### config.mk
export PLATFORM = sky130hd
export DESIGN_NAME = hmws_sequencer
export DESIGN_NICKNAME = d
export VERILOG_FILES = /design/src/hmws_pkg.sv /design/src/hmws_field_decoder.sv /design/src/hmws_sequencer.sv
export SDC_FILE = /design/constraint.sdc
export NUM_CORES = 1
export LEC_CHECK = 0
export BUFFER_PORTS_ARGS = -buffer_cell sky130_fd_sc_hd__buf_2
export CORE_MARGIN = 1.5
export CORE_UTILIZATION = 30
export CTS_CLUSTER_DIAMETER = 200
export CTS_CLUSTER_SIZE = 10
export DETAILED_ROUTE_END_ITERATION = 6
export GPL_TIMING_DRIVEN = 1
export SLEW_MARGIN = 10
export SYNTH_ARGS = -nofsm -noshare
export SYNTH_HDL_FRONTEND = slang
export SYNTH_SLANG_ARGS = --single-unit
### constraint.sdc
create_clock -name pclk -period 1.7 [get_ports pclk]
set_input_delay 0.51 -clock pclk [delete_from_list [all_inputs] [get_ports pclk]]
set_output_delay 0.51 -clock pclk [all_outputs]
set_load 0.1 [all_outputs]
### src/hmws_pkg.sv
// Package with microword field layout, register map and sequencer states.
package hmws_pkg;
  localparam int CS_WIDTH         = 56;
  localparam int UW_WIDTH         = 48;
  localparam int CS_ADDR_WIDTH    = 10;
  localparam int ALU_HI           = 47;
  localparam int ALU_LO           = 44;
  localparam int LIT_HI           = 47;
  localparam int LIT_LO           = 40;
  localparam int DIR_HI           = 43;
  localparam int DIR_LO           = 32;
  localparam int ASRC_HI          = 31;
  localparam int ASRC_LO          = 27;
  localparam int BSRC_HI          = 26;
  localparam int BSRC_LO          = 22;
  localparam int DEST_HI          = 21;
  localparam int DEST_LO          = 17;
  localparam int PAIR_HI          = 16;
  localparam int PAIR_LO          = 15;
  localparam int STEER_BIT        = 14;
  localparam int LIT_EN_BIT       = 13;
  localparam int COND_HI          = 12;
  localparam int COND_LO          = 10;
  localparam int NEXT_HI          = 9;
  localparam int NEXT_LO          = 0;
  localparam logic [2:0] COND_NONE = 3'h0;
  localparam logic [7:0] APB_CTRL    = 8'h00;
  localparam logic [7:0] APB_START   = 8'h04;
  localparam logic [7:0] APB_STATUS  = 8'h08;
  localparam logic [7:0] APB_UW_LO   = 8'h0C;
  localparam logic [7:0] APB_UW_HI   = 8'h10;
  localparam int CTRL_RUN_BIT        = 0;
  localparam int STATUS_RUN_BIT      = 16;
  localparam logic [CS_ADDR_WIDTH-1:0] START_RESET = 10'h000;
  typedef enum logic [1:0]
  {
    ST_IDLE  = 2'b00,
    ST_FETCH = 2'b01,
    ST_EXEC  = 2'b10
  } hmws_state_type;
endpackage

### src/hmws_field_decoder.sv
// One-hot decoder for an encoded microword field.
`timescale 1ns/10ps
`default_nettype none
module hmws_field_decoder
#(
  parameter int WIDTH = 4
)
(
  input  wire logic [WIDTH-1:0]      code,
  input  wire logic                  enable,
  output logic      [(1<<WIDTH)-1:0] onehot
);
  always_comb
  begin
    onehot = '0;
    if (enable)
    begin
      onehot[code] = 1'b1;
    end
  end
endmodule
`default_nettype wire

### src/hmws_sequencer.sv
// Horizontal microword sequencer: fetch, branch, field decode and APB control.
// Overview of operation
// - Fetch and decode one 48-bit control word each microcycle.
// - Extended 56-bit store words: only the low 48 bits are decoded.
// - No microprogram counter; next address comes from the microword field.
// - A named branch condition is tested and may change the next fetch.
// - Microword explicitly carries two sources, result and next address.
// - Steering bit makes shared pair drive scratchpad writes or register clocks.
// - One microword bit may feed several control signals.
// - Literal and ALU function share bits; uses are mutually exclusive.
// - Most bits drive controls directly; encoded fields pass a decoder.
// - Fetched microword controls the datapath for its whole microcycle.
// - ALU function field is bits 47 to 44, sixteen distinct functions.
//
// Our own choices: register access over APB and the placing of the registers.
`timescale 1ns/10ps
`default_nettype none
module hmws_sequencer
(
  input  wire logic                                pclk,
  input  wire logic                                presetn,
  input  wire logic                                psel,
  input  wire logic                                penable,
  input  wire logic                                pwrite,
  input  wire logic [7:0]                          paddr,
  input  wire logic [31:0]                         pwdata,
  output logic      [31:0]                         prdata,
  output logic                                     pready,
  output logic                                     pslverr,
  output logic      [hmws_pkg::CS_ADDR_WIDTH-1:0]  cs_addr,
  input  wire logic [hmws_pkg::CS_WIDTH-1:0]       cs_data,
  input  wire logic [7:0]                          cond_in,
  output logic                                     uword_active,
  output logic      [15:0]                         alu_sel,
  output logic      [7:0]                          literal,
  output logic                                     literal_valid,
  output logic      [11:0]                         direct_ctl,
  output logic      [4:0]                          a_src,
  output logic      [4:0]                          b_src,
  output logic      [4:0]                          dest,
  output logic      [1:0]                          sp_write,
  output logic      [1:0]                          reg_clock
);
  localparam int AW = hmws_pkg::CS_ADDR_WIDTH;

  hmws_pkg::hmws_state_type state_q;
  hmws_pkg::hmws_state_type state_d;
  logic [AW-1:0]     addr_q;
  logic [AW-1:0]     addr_d;
  logic [47:0]       uw_q;
  logic [47:0]       uw_d;
  logic              run_q;
  logic              run_d;
  logic [AW-1:0]     start_q;
  logic [AW-1:0]     start_d;
  logic [31:0]       prdata_q;
  logic [31:0]       prdata_d;
  logic              pready_q;
  logic              pready_d;
  logic              pslverr_q;
  logic              pslverr_d;
  logic              active_q;
  logic              active_d;
  logic [15:0]       alu_q;
  logic [15:0]       alu_d;
  logic [7:0]        lit_q;
  logic [7:0]        lit_d;
  logic              litv_q;
  logic              litv_d;
  logic [11:0]       dir_q;
  logic [11:0]       dir_d;
  logic [4:0]        asrc_q;
  logic [4:0]        asrc_d;
  logic [4:0]        bsrc_q;
  logic [4:0]        bsrc_d;
  logic [4:0]        dest_q;
  logic [4:0]        dest_d;
  logic [1:0]        spw_q;
  logic [1:0]        spw_d;
  logic [1:0]        rclk_q;
  logic [1:0]        rclk_d;
  logic [47:0]       fetched;
  logic [15:0]       alu_onehot;
  logic [7:0]        cond_onehot;
  logic              branch_taken;
  logic              apb_done;
  logic              apb_write;
  logic              is_lit;

  // The extension byte of wide store words carries no user meaning here.
  assign fetched = cs_data[hmws_pkg::UW_WIDTH-1:0];
  assign is_lit  = fetched[hmws_pkg::LIT_EN_BIT];

  // The literal enable bit also gates the ALU decode, so one bit steers two controls.
  hmws_field_decoder #(.WIDTH(4)) u_alu_dec
  (
    .code   (fetched[hmws_pkg::ALU_HI:hmws_pkg::ALU_LO]),
    .enable (!is_lit),
    .onehot (alu_onehot)
  );

  hmws_field_decoder #(.WIDTH(3)) u_cond_dec
  (
    .code   (uw_q[hmws_pkg::COND_HI:hmws_pkg::COND_LO]),
    .enable (uw_q[hmws_pkg::COND_HI:hmws_pkg::COND_LO] != hmws_pkg::COND_NONE),
    .onehot (cond_onehot)
  );

  // Condition code zero means no test, so its input line is never looked at.
  assign branch_taken = |(cond_onehot & cond_in);

  // Sequencing: fetch phase captures the word, exec phase holds it in control.
  always_comb
  begin
    state_d = state_q;
    addr_d  = addr_q;
    uw_d    = uw_q;
    case (state_q)
      hmws_pkg::ST_IDLE:
      begin
        if (run_q)
        begin
          addr_d  = start_q;
          state_d = hmws_pkg::ST_FETCH;
        end
      end
      hmws_pkg::ST_FETCH:
      begin
        uw_d    = fetched;
        state_d = hmws_pkg::ST_EXEC;
      end
      hmws_pkg::ST_EXEC:
      begin
        // Next address is explicit; a taken branch sets the low address bit.
        addr_d = uw_q[hmws_pkg::NEXT_HI:hmws_pkg::NEXT_LO] | {{(AW-1){1'b0}}, branch_taken};
        state_d = run_q ? hmws_pkg::ST_FETCH : hmws_pkg::ST_IDLE;
      end
      default:
      begin
        state_d = hmws_pkg::ST_IDLE;
      end
    endcase
  end

  // Decoded controls are registered at the fetch edge and held for the microcycle.
  always_comb
  begin
    active_d = (state_q == hmws_pkg::ST_FETCH);
    alu_d    = alu_q;
    lit_d    = lit_q;
    litv_d   = litv_q;
    dir_d    = dir_q;
    asrc_d   = asrc_q;
    bsrc_d   = bsrc_q;
    dest_d   = dest_q;
    spw_d    = spw_q;
    rclk_d   = rclk_q;
    if (state_q == hmws_pkg::ST_FETCH)
    begin
      alu_d  = alu_onehot;
      lit_d  = is_lit ? fetched[hmws_pkg::LIT_HI:hmws_pkg::LIT_LO] : 8'h00;
      litv_d = is_lit;
      // Bits 43:40 are both literal bits and direct controls.
      dir_d  = fetched[hmws_pkg::DIR_HI:hmws_pkg::DIR_LO];
      asrc_d = fetched[hmws_pkg::ASRC_HI:hmws_pkg::ASRC_LO];
      bsrc_d = fetched[hmws_pkg::BSRC_HI:hmws_pkg::BSRC_LO];
      dest_d = fetched[hmws_pkg::DEST_HI:hmws_pkg::DEST_LO];
      spw_d  = fetched[hmws_pkg::STEER_BIT] ? 2'h0 : fetched[hmws_pkg::PAIR_HI:hmws_pkg::PAIR_LO];
      rclk_d = fetched[hmws_pkg::STEER_BIT] ? fetched[hmws_pkg::PAIR_HI:hmws_pkg::PAIR_LO] : 2'h0;
    end
    else if (state_q == hmws_pkg::ST_IDLE)
    begin
      // Stopped: strobes drop so no stale word keeps writing the datapath.
      spw_d  = 2'h0;
      rclk_d = 2'h0;
    end
  end

  // APB slave: one wait state, then a registered answer.
  assign apb_done  = psel && penable && pready_q;
  assign apb_write = apb_done && pwrite;

  always_comb
  begin
    run_d     = run_q;
    start_d   = start_q;
    pready_d  = psel && penable && !pready_q;
    prdata_d  = prdata_q;
    pslverr_d = 1'b0;
    if (psel && penable && !pready_q)
    begin
      prdata_d = 32'h0000_0000;
      case (paddr)
        hmws_pkg::APB_CTRL:   prdata_d[hmws_pkg::CTRL_RUN_BIT] = run_q;
        hmws_pkg::APB_START:  prdata_d[AW-1:0] = start_q;
        hmws_pkg::APB_STATUS:
        begin
          prdata_d[AW-1:0] = addr_q;
          prdata_d[hmws_pkg::STATUS_RUN_BIT] = (state_q != hmws_pkg::ST_IDLE);
        end
        hmws_pkg::APB_UW_LO:  prdata_d = uw_q[31:0];
        hmws_pkg::APB_UW_HI:  prdata_d[15:0] = uw_q[47:32];
        default:              pslverr_d = 1'b1;
      endcase
      if (pwrite)
      begin
        prdata_d = 32'h0000_0000;
      end
    end
    if (apb_write)
    begin
      if (paddr == hmws_pkg::APB_CTRL)
      begin
        run_d = pwdata[hmws_pkg::CTRL_RUN_BIT];
      end
      if (paddr == hmws_pkg::APB_START)
      begin
        start_d = pwdata[AW-1:0];
      end
    end
  end

  always_ff @(posedge pclk or negedge presetn)
  begin
    if (!presetn)
    begin
      state_q   <= hmws_pkg::ST_IDLE;
      addr_q    <= hmws_pkg::START_RESET;
      uw_q      <= 48'h0000_0000_0000;
      run_q     <= 1'b0;
      start_q   <= hmws_pkg::START_RESET;
      prdata_q  <= 32'h0000_0000;
      pready_q  <= 1'b0;
      pslverr_q <= 1'b0;
      active_q  <= 1'b0;
      alu_q     <= 16'h0000;
      lit_q     <= 8'h00;
      litv_q    <= 1'b0;
      dir_q     <= 12'h000;
      asrc_q    <= 5'h00;
      bsrc_q    <= 5'h00;
      dest_q    <= 5'h00;
      spw_q     <= 2'h0;
      rclk_q    <= 2'h0;
    end
    else
    begin
      state_q   <= state_d;
      addr_q    <= addr_d;
      uw_q      <= uw_d;
      run_q     <= run_d;
      start_q   <= start_d;
      prdata_q  <= prdata_d;
      pready_q  <= pready_d;
      pslverr_q <= pslverr_d;
      active_q  <= active_d;
      alu_q     <= alu_d;
      lit_q     <= lit_d;
      litv_q    <= litv_d;
      dir_q     <= dir_d;
      asrc_q    <= asrc_d;
      bsrc_q    <= bsrc_d;
      dest_q    <= dest_d;
      spw_q     <= spw_d;
      rclk_q    <= rclk_d;
    end
  end

  assign prdata        = prdata_q;
  assign pready        = pready_q;
  assign pslverr       = pslverr_q;
  assign cs_addr       = addr_q;
  assign uword_active  = active_q;
  assign alu_sel       = alu_q;
  assign literal       = lit_q;
  assign literal_valid = litv_q;
  assign direct_ctl    = dir_q;
  assign a_src         = asrc_q;
  assign b_src         = bsrc_q;
  assign dest          = dest_q;
  assign sp_write      = spw_q;
  assign reg_clock     = rclk_q;
endmodule
`default_nettype wire

Word level (Yosys, flattened, before mapping)
Cells that the tools add are included.

storage, ports and cells
  register bits = 162
  input port bits = 109

operators by class
  $lt $le $gt $ge = 4
  eq/ne operators = 7
  mux-type cells = 25
  bitwise logic cells = 2
  reduce and logical (&&, ||, !) cells = 18

operators with widths
  kind                  number
  $pmux W9 S4           1
  $mux W32              1
  $pmux W10 S2          1
  $eq A8 B4 Y1 const B  2
  $mux W16              1
  $mux W8               2
  $mux W15              1
  $mux W2               6
  $pmux W6 S2           1
  $mux W10              1
  $or A10 B1 Y10        1
  $and A8 B8 Y8         1
  $eq A8 B3 Y1 const B  1
  $eq A8 B5 Y1 const B  1
  $logic_not A8 Y1      1
  $reduce_or A8 Y1      1
  $logic_and A1 B1 Y1   6
  $pmux W2 S3           1
  $reduce_and A2 Y1     3
  $reduce_bool A2 Y1    3
  $lt A4 B5 Y1 const B  1
  $mux W1               5
  $pmux W1 S5           1
  $reduce_or A5 Y1      1
  12 further kinds      12

Logic depth before layout (Yosys ltp)
  depth after elaboration = 9
  depth in mapped cells = 7
  depth with buffers taken out = 4

By module
A second synthesis with hierarchy kept.

second synthesis, totals
  cell total of the unflattened synthesis = 612
  area, all modules = 6064.6 sq um

modules (own cells, without submodules)
  module                            times used  cells each  area an instance (sq um)  sequential area each (sq um)
  hmws_sequencer                    1           581         5851.9                    3353.2
  hmws_field_decoder at u_alu_dec   1           23          117.6                     0.0
  hmws_field_decoder at u_cond_dec  1           8           95.1                      0.0

Worst setup path after synthesis
No wires, ideal clock.

  kind = register to register
  start point = register pready_q, in the netlist pready
  end point = register start_q[0]
  setup time = 0.125 ns
  data arrival time = 2.149 ns
  slack = -0.574 ns
  stages on the path, launching flop included = 6
  clock period less this slack = 2.274 ns
  cells stage by stage = dfrtp_1 > nand4_1 > or3_4 > nor4b_4 > buf_6 > mux2_4

between the ends
  cells in the longest elaborated chain, start to end = 3

ends and longest elaborated chain
  element                      line                   text
  start: declaration           hmws_sequencer.sv:58   logic pready_q;
  start signal: assignment     hmws_sequencer.sv:254  pready_q <= pready_d;
  $logic_and A1 B1 Y1          hmws_sequencer.sv:180  assign apb_done = psel && penable && pready_q;
  $logic_and A1 B1 Y1          hmws_sequencer.sv:181  assign apb_write = apb_done && pwrite;
  $reduce_and A2 Y1 (no line)  --
  end signal: assignment       hmws_sequencer.sv:231  start_q <= hmws_pkg::START_RESET;
  end signal: assignment       hmws_sequencer.sv:252  start_q <= start_d;
  end: declaration             hmws_sequencer.sv:54   logic [AW-1:0] start_q;

Every way passes these cells.
A chain may end at the register's enable or synchronous reset.

Worst setup path after layout
  start point = input port paddr[1]
  end point = register start_q[3]

between the ends
  cells in the longest elaborated chain, start to end = 2

ends and longest elaborated chain
  element                      line                   text
  start: declaration           hmws_sequencer.sv:25   input wire logic [7:0] paddr,
  $eq A8 B3 Y1                 hmws_sequencer.sv:216  if (paddr == hmws_pkg::APB_START)
  $reduce_and A2 Y1 (no line)  --

Every way passes these cells.

==> key figures <==
Route
  • DRC Markers: 0
  • Initial drt markers: 178
  • Final WL: 16900 µm
  • Drt via density: 4.63
  • Via count: between 4000 and 5000
  • Post-DRT Antenna Nets: 0
  • Drt wl/cell: 16.5 µm
  • DR pass1 iterations: 4

Job
  • Max cap viols: 0

Finish
  • Nets@finish: about 860
  • Non-filler cells, final: 1026
  • Share of cells above drive strength 1: 0.367
  • Area delta synth->final: 37.4%

Power and ir drop
  • Pwr Total: 8.59 mW
  • Switch share: 0.322
  • Pleak: slightly below 4 nW
  • PwrDens: between 1000 and 1500 mW/mm²
  • Internal: 5.83 mW
  • Combinational Power Share: 0.178
  • Sequential fraction of design power: 0.405
  • Clock power frac: 0.418
  • Switching Power: roughly 2.8 mW
  • Maximum vdd drop: between 0.6 and 0.7 mV

Timing
  • Tightest Pin Transition: 0.482 ns
  • Final min period: 2.04 ns
  • Setup violators final: 31
  • RSZ-0062 raised after global routing: yes
  • Final worst-path cycle share: 1.20
  • Final hold violations: 0
  • Hold Slack: 0.000452 ns
  • Max-slew violation count: 0
  • Final Skew: a little under 0.007 ns
  • Sum of negative setup slack: -5.08 ns
  • Setup ws final: -0.336 ns
  • Fmax: 491 MHz
  • Max_slew headroom: 0.681

Logic synthesis
  • Synth cell count leaders: nand2_1, dfrtp_1, buf_4, o21ai_0, clkbuf_1
  • Synthesized cell area: ~0.0059 mm²
  • Syn Nets: 681
  • Post-synth cell types: 43
  • Leading area contributor after synthesis: dfrtp_1
  • Avg Synthesized Cell Area: slightly above 10 µm²
  • Sequential cell area fraction in the yosys report: 0.570
  • Cells after synthesis: 572
  • Async SR Flop Fraction: 1.00
  • Top-count cell post-synth: nand2_1
  • Number of synthesized flops with an enable pin: 0
  • FF+latch count, synth: 134
  • Main synth FF type: dfrtp_1
  • Post-synth top area share: 0.570
  • Top post-synthesis cells by area: dfrtp_1, nand2_1, buf_4
  • Yosys warnings: 0

Clock network
  • Clk root buf: clkbuf_16
  • Num CTS Buffers: 17
  • H-tree depth: 4
  • CTS tree: done
  • Worst-case clock buffer depth: 2
  • Clock-pin slew on the worst setup and hold paths: 0.06 ns
  • Worst skew pair latency: 0.42 ns
  • Clk sinks: ~130

Critical path
  • Crit path launch type: primary input
  • Max FO, Critical Path: 10
  • CP top delay family: simple AND/OR/NAND/NOR gates
  • Critical Path RT: 2.00 ns
  • Crit path DAT: 2.33 ns
  • R2R Setup Slk: -0.06 ns
  • Worst r2r src: pready
  • WP buf/inv: 2
  • CP max stage cell: or4_4
  • Crit Path Class: primary input to flop
  • Max incr delay on CP: 0.55 ns
  • Worst Setup SP: paddr[1]
  • CP Cell Sequence: buf_6, or4_4, or3_4, nor4b_4, buf_12, mux2_4
  • Worst Setup End Kind: flop

Die
  • Die W: 143 µm
  • Die Y: 143 µm
  • Row Count: 51
  • Die Footprint: 0.0205 mm²
  • Starting Density: 0.304
  • Core ar.: 0.0193 mm²
  • IO Pins: 210

Placed design
  • Worst slack, placed: -0.760 ns
  • Port Buf Inserts: about 180
  • DP Wirelength: 11600 µm
  • GP Congestion: 0.756
  • Placed cell count: 990

Global route
  • Largest net degree at the start of global routing: 41
  • Grt total ovfl: 0
  • Initial antenna violation count: 1
  • Overall Global Routing Usage: 0.171
  • Number of global-route vias before repair: approximately 4700
  • First-pass GRT wire length: between 20000 and 30000 µm

Min path
  • Hold Path Class: primary input to async pin

Status
  • Run status: finished with violations
  • Failing checks: setup timing
## state kept, by name, summed over array words and instances (netlist names), 2 cells and up
register and cells:
alu_sel 16, cs_addr 10, literal 8, prdata 32, reg_clock 2, sp_write 2
start_q 10, state_q 2, uw_q 48
## power groups by stage
stage | logic (mW) | clock network [mW] | registers (mW)
CTS | 1.54 | 3.68 | 3.48
detailed placement | 1.47 | 0 | 3.53
global route | 1.61 | 3.83 | 3.50
finish | 1.53 | 3.59 | 3.48
floorplan | 0.705 | 0 | 3.91
global placement | 1.46 | 0 | 3.52
## cell usage in the layout (no fill, tap or decap), drive strengths merged, types with 2 or more instances in the layout
cell type / n
mux2: 11
inv: 8
a221o: 6
nor4b: 2
nand3: 10
nand2: 179
nor4: 2
o21ai: 28
nand2b: 3
o22a: 9
a22oi: 18
and2: 6
a31oi: 2
clkbuf: 20
a32o: 7
a22o: 21
mux4: 2
buf: 221
clkinvlp: 2
mux2i: 12
clkinv: 6
dfrtp: 134
nor2: 7
nor2b: 18
a21oi: 12
or3: 3
## final cells by class
| type | instances | area (µm²) |
|---|---|---|
| fill | 1904 | 11200 |
| sequential | 134 | 3360 |
| multi-input combinational | 368 | 2170 |
| timing repair buffer | 222 | 1640 |
| clock buffer | 19 | 453 |
| tap | 265 | 332 |
| clock inverter | 13 | 121 |
| inverter | 4 | 15.0 |
| antenna | 1 | 2.50 |
## what timing repair did
action | CTS | global route
cloned | 3 | 0
pin swaps | 5 | 3
resized for setup | 111 | 5
setup buffers | 2 | 0
hold buffers | 0 | 0
endpoints found under the setup margin | 137 | 47
## worst paths after layout
path | endpoint | cells after the start
setup / recovery | start_q[3] | 6
hold / removal | prdata[25] | 1
setup reg to reg | start_q[3] | 5
hold reg to reg | literal[1] | 2
max in group asynchronous | prdata[6] | 2
min in group pclk | uw_q[36] | 3
## metrics by stage
stage,util,instance area [µm²]
finish,0.418,8090
global route,0.418,8080
CTS,0.420,8120
detailed placement,0.371,7170
global placement,0.371,7170
floorplan,-,5900
## per-layer routing
layer	up-vias	global-route usage	routed length, µm
met5	-	0	0
met4	0	0.0483	187
met3	15	0.0557	1140
met2	133	0.258	7650
met1	2322	0.233	7950
li1	2279	-	-
## cells by family after synthesis
logic type | Yosys count | share of synthesized area
mux | 25 | 0.0555
flops | 134 | 0.570
simple gates | 238 | 0.179
buf+inv | 70 | 0.0678
compound gates | 105 | 0.128
No activity file was read; power rests on OpenSTA's default activity.
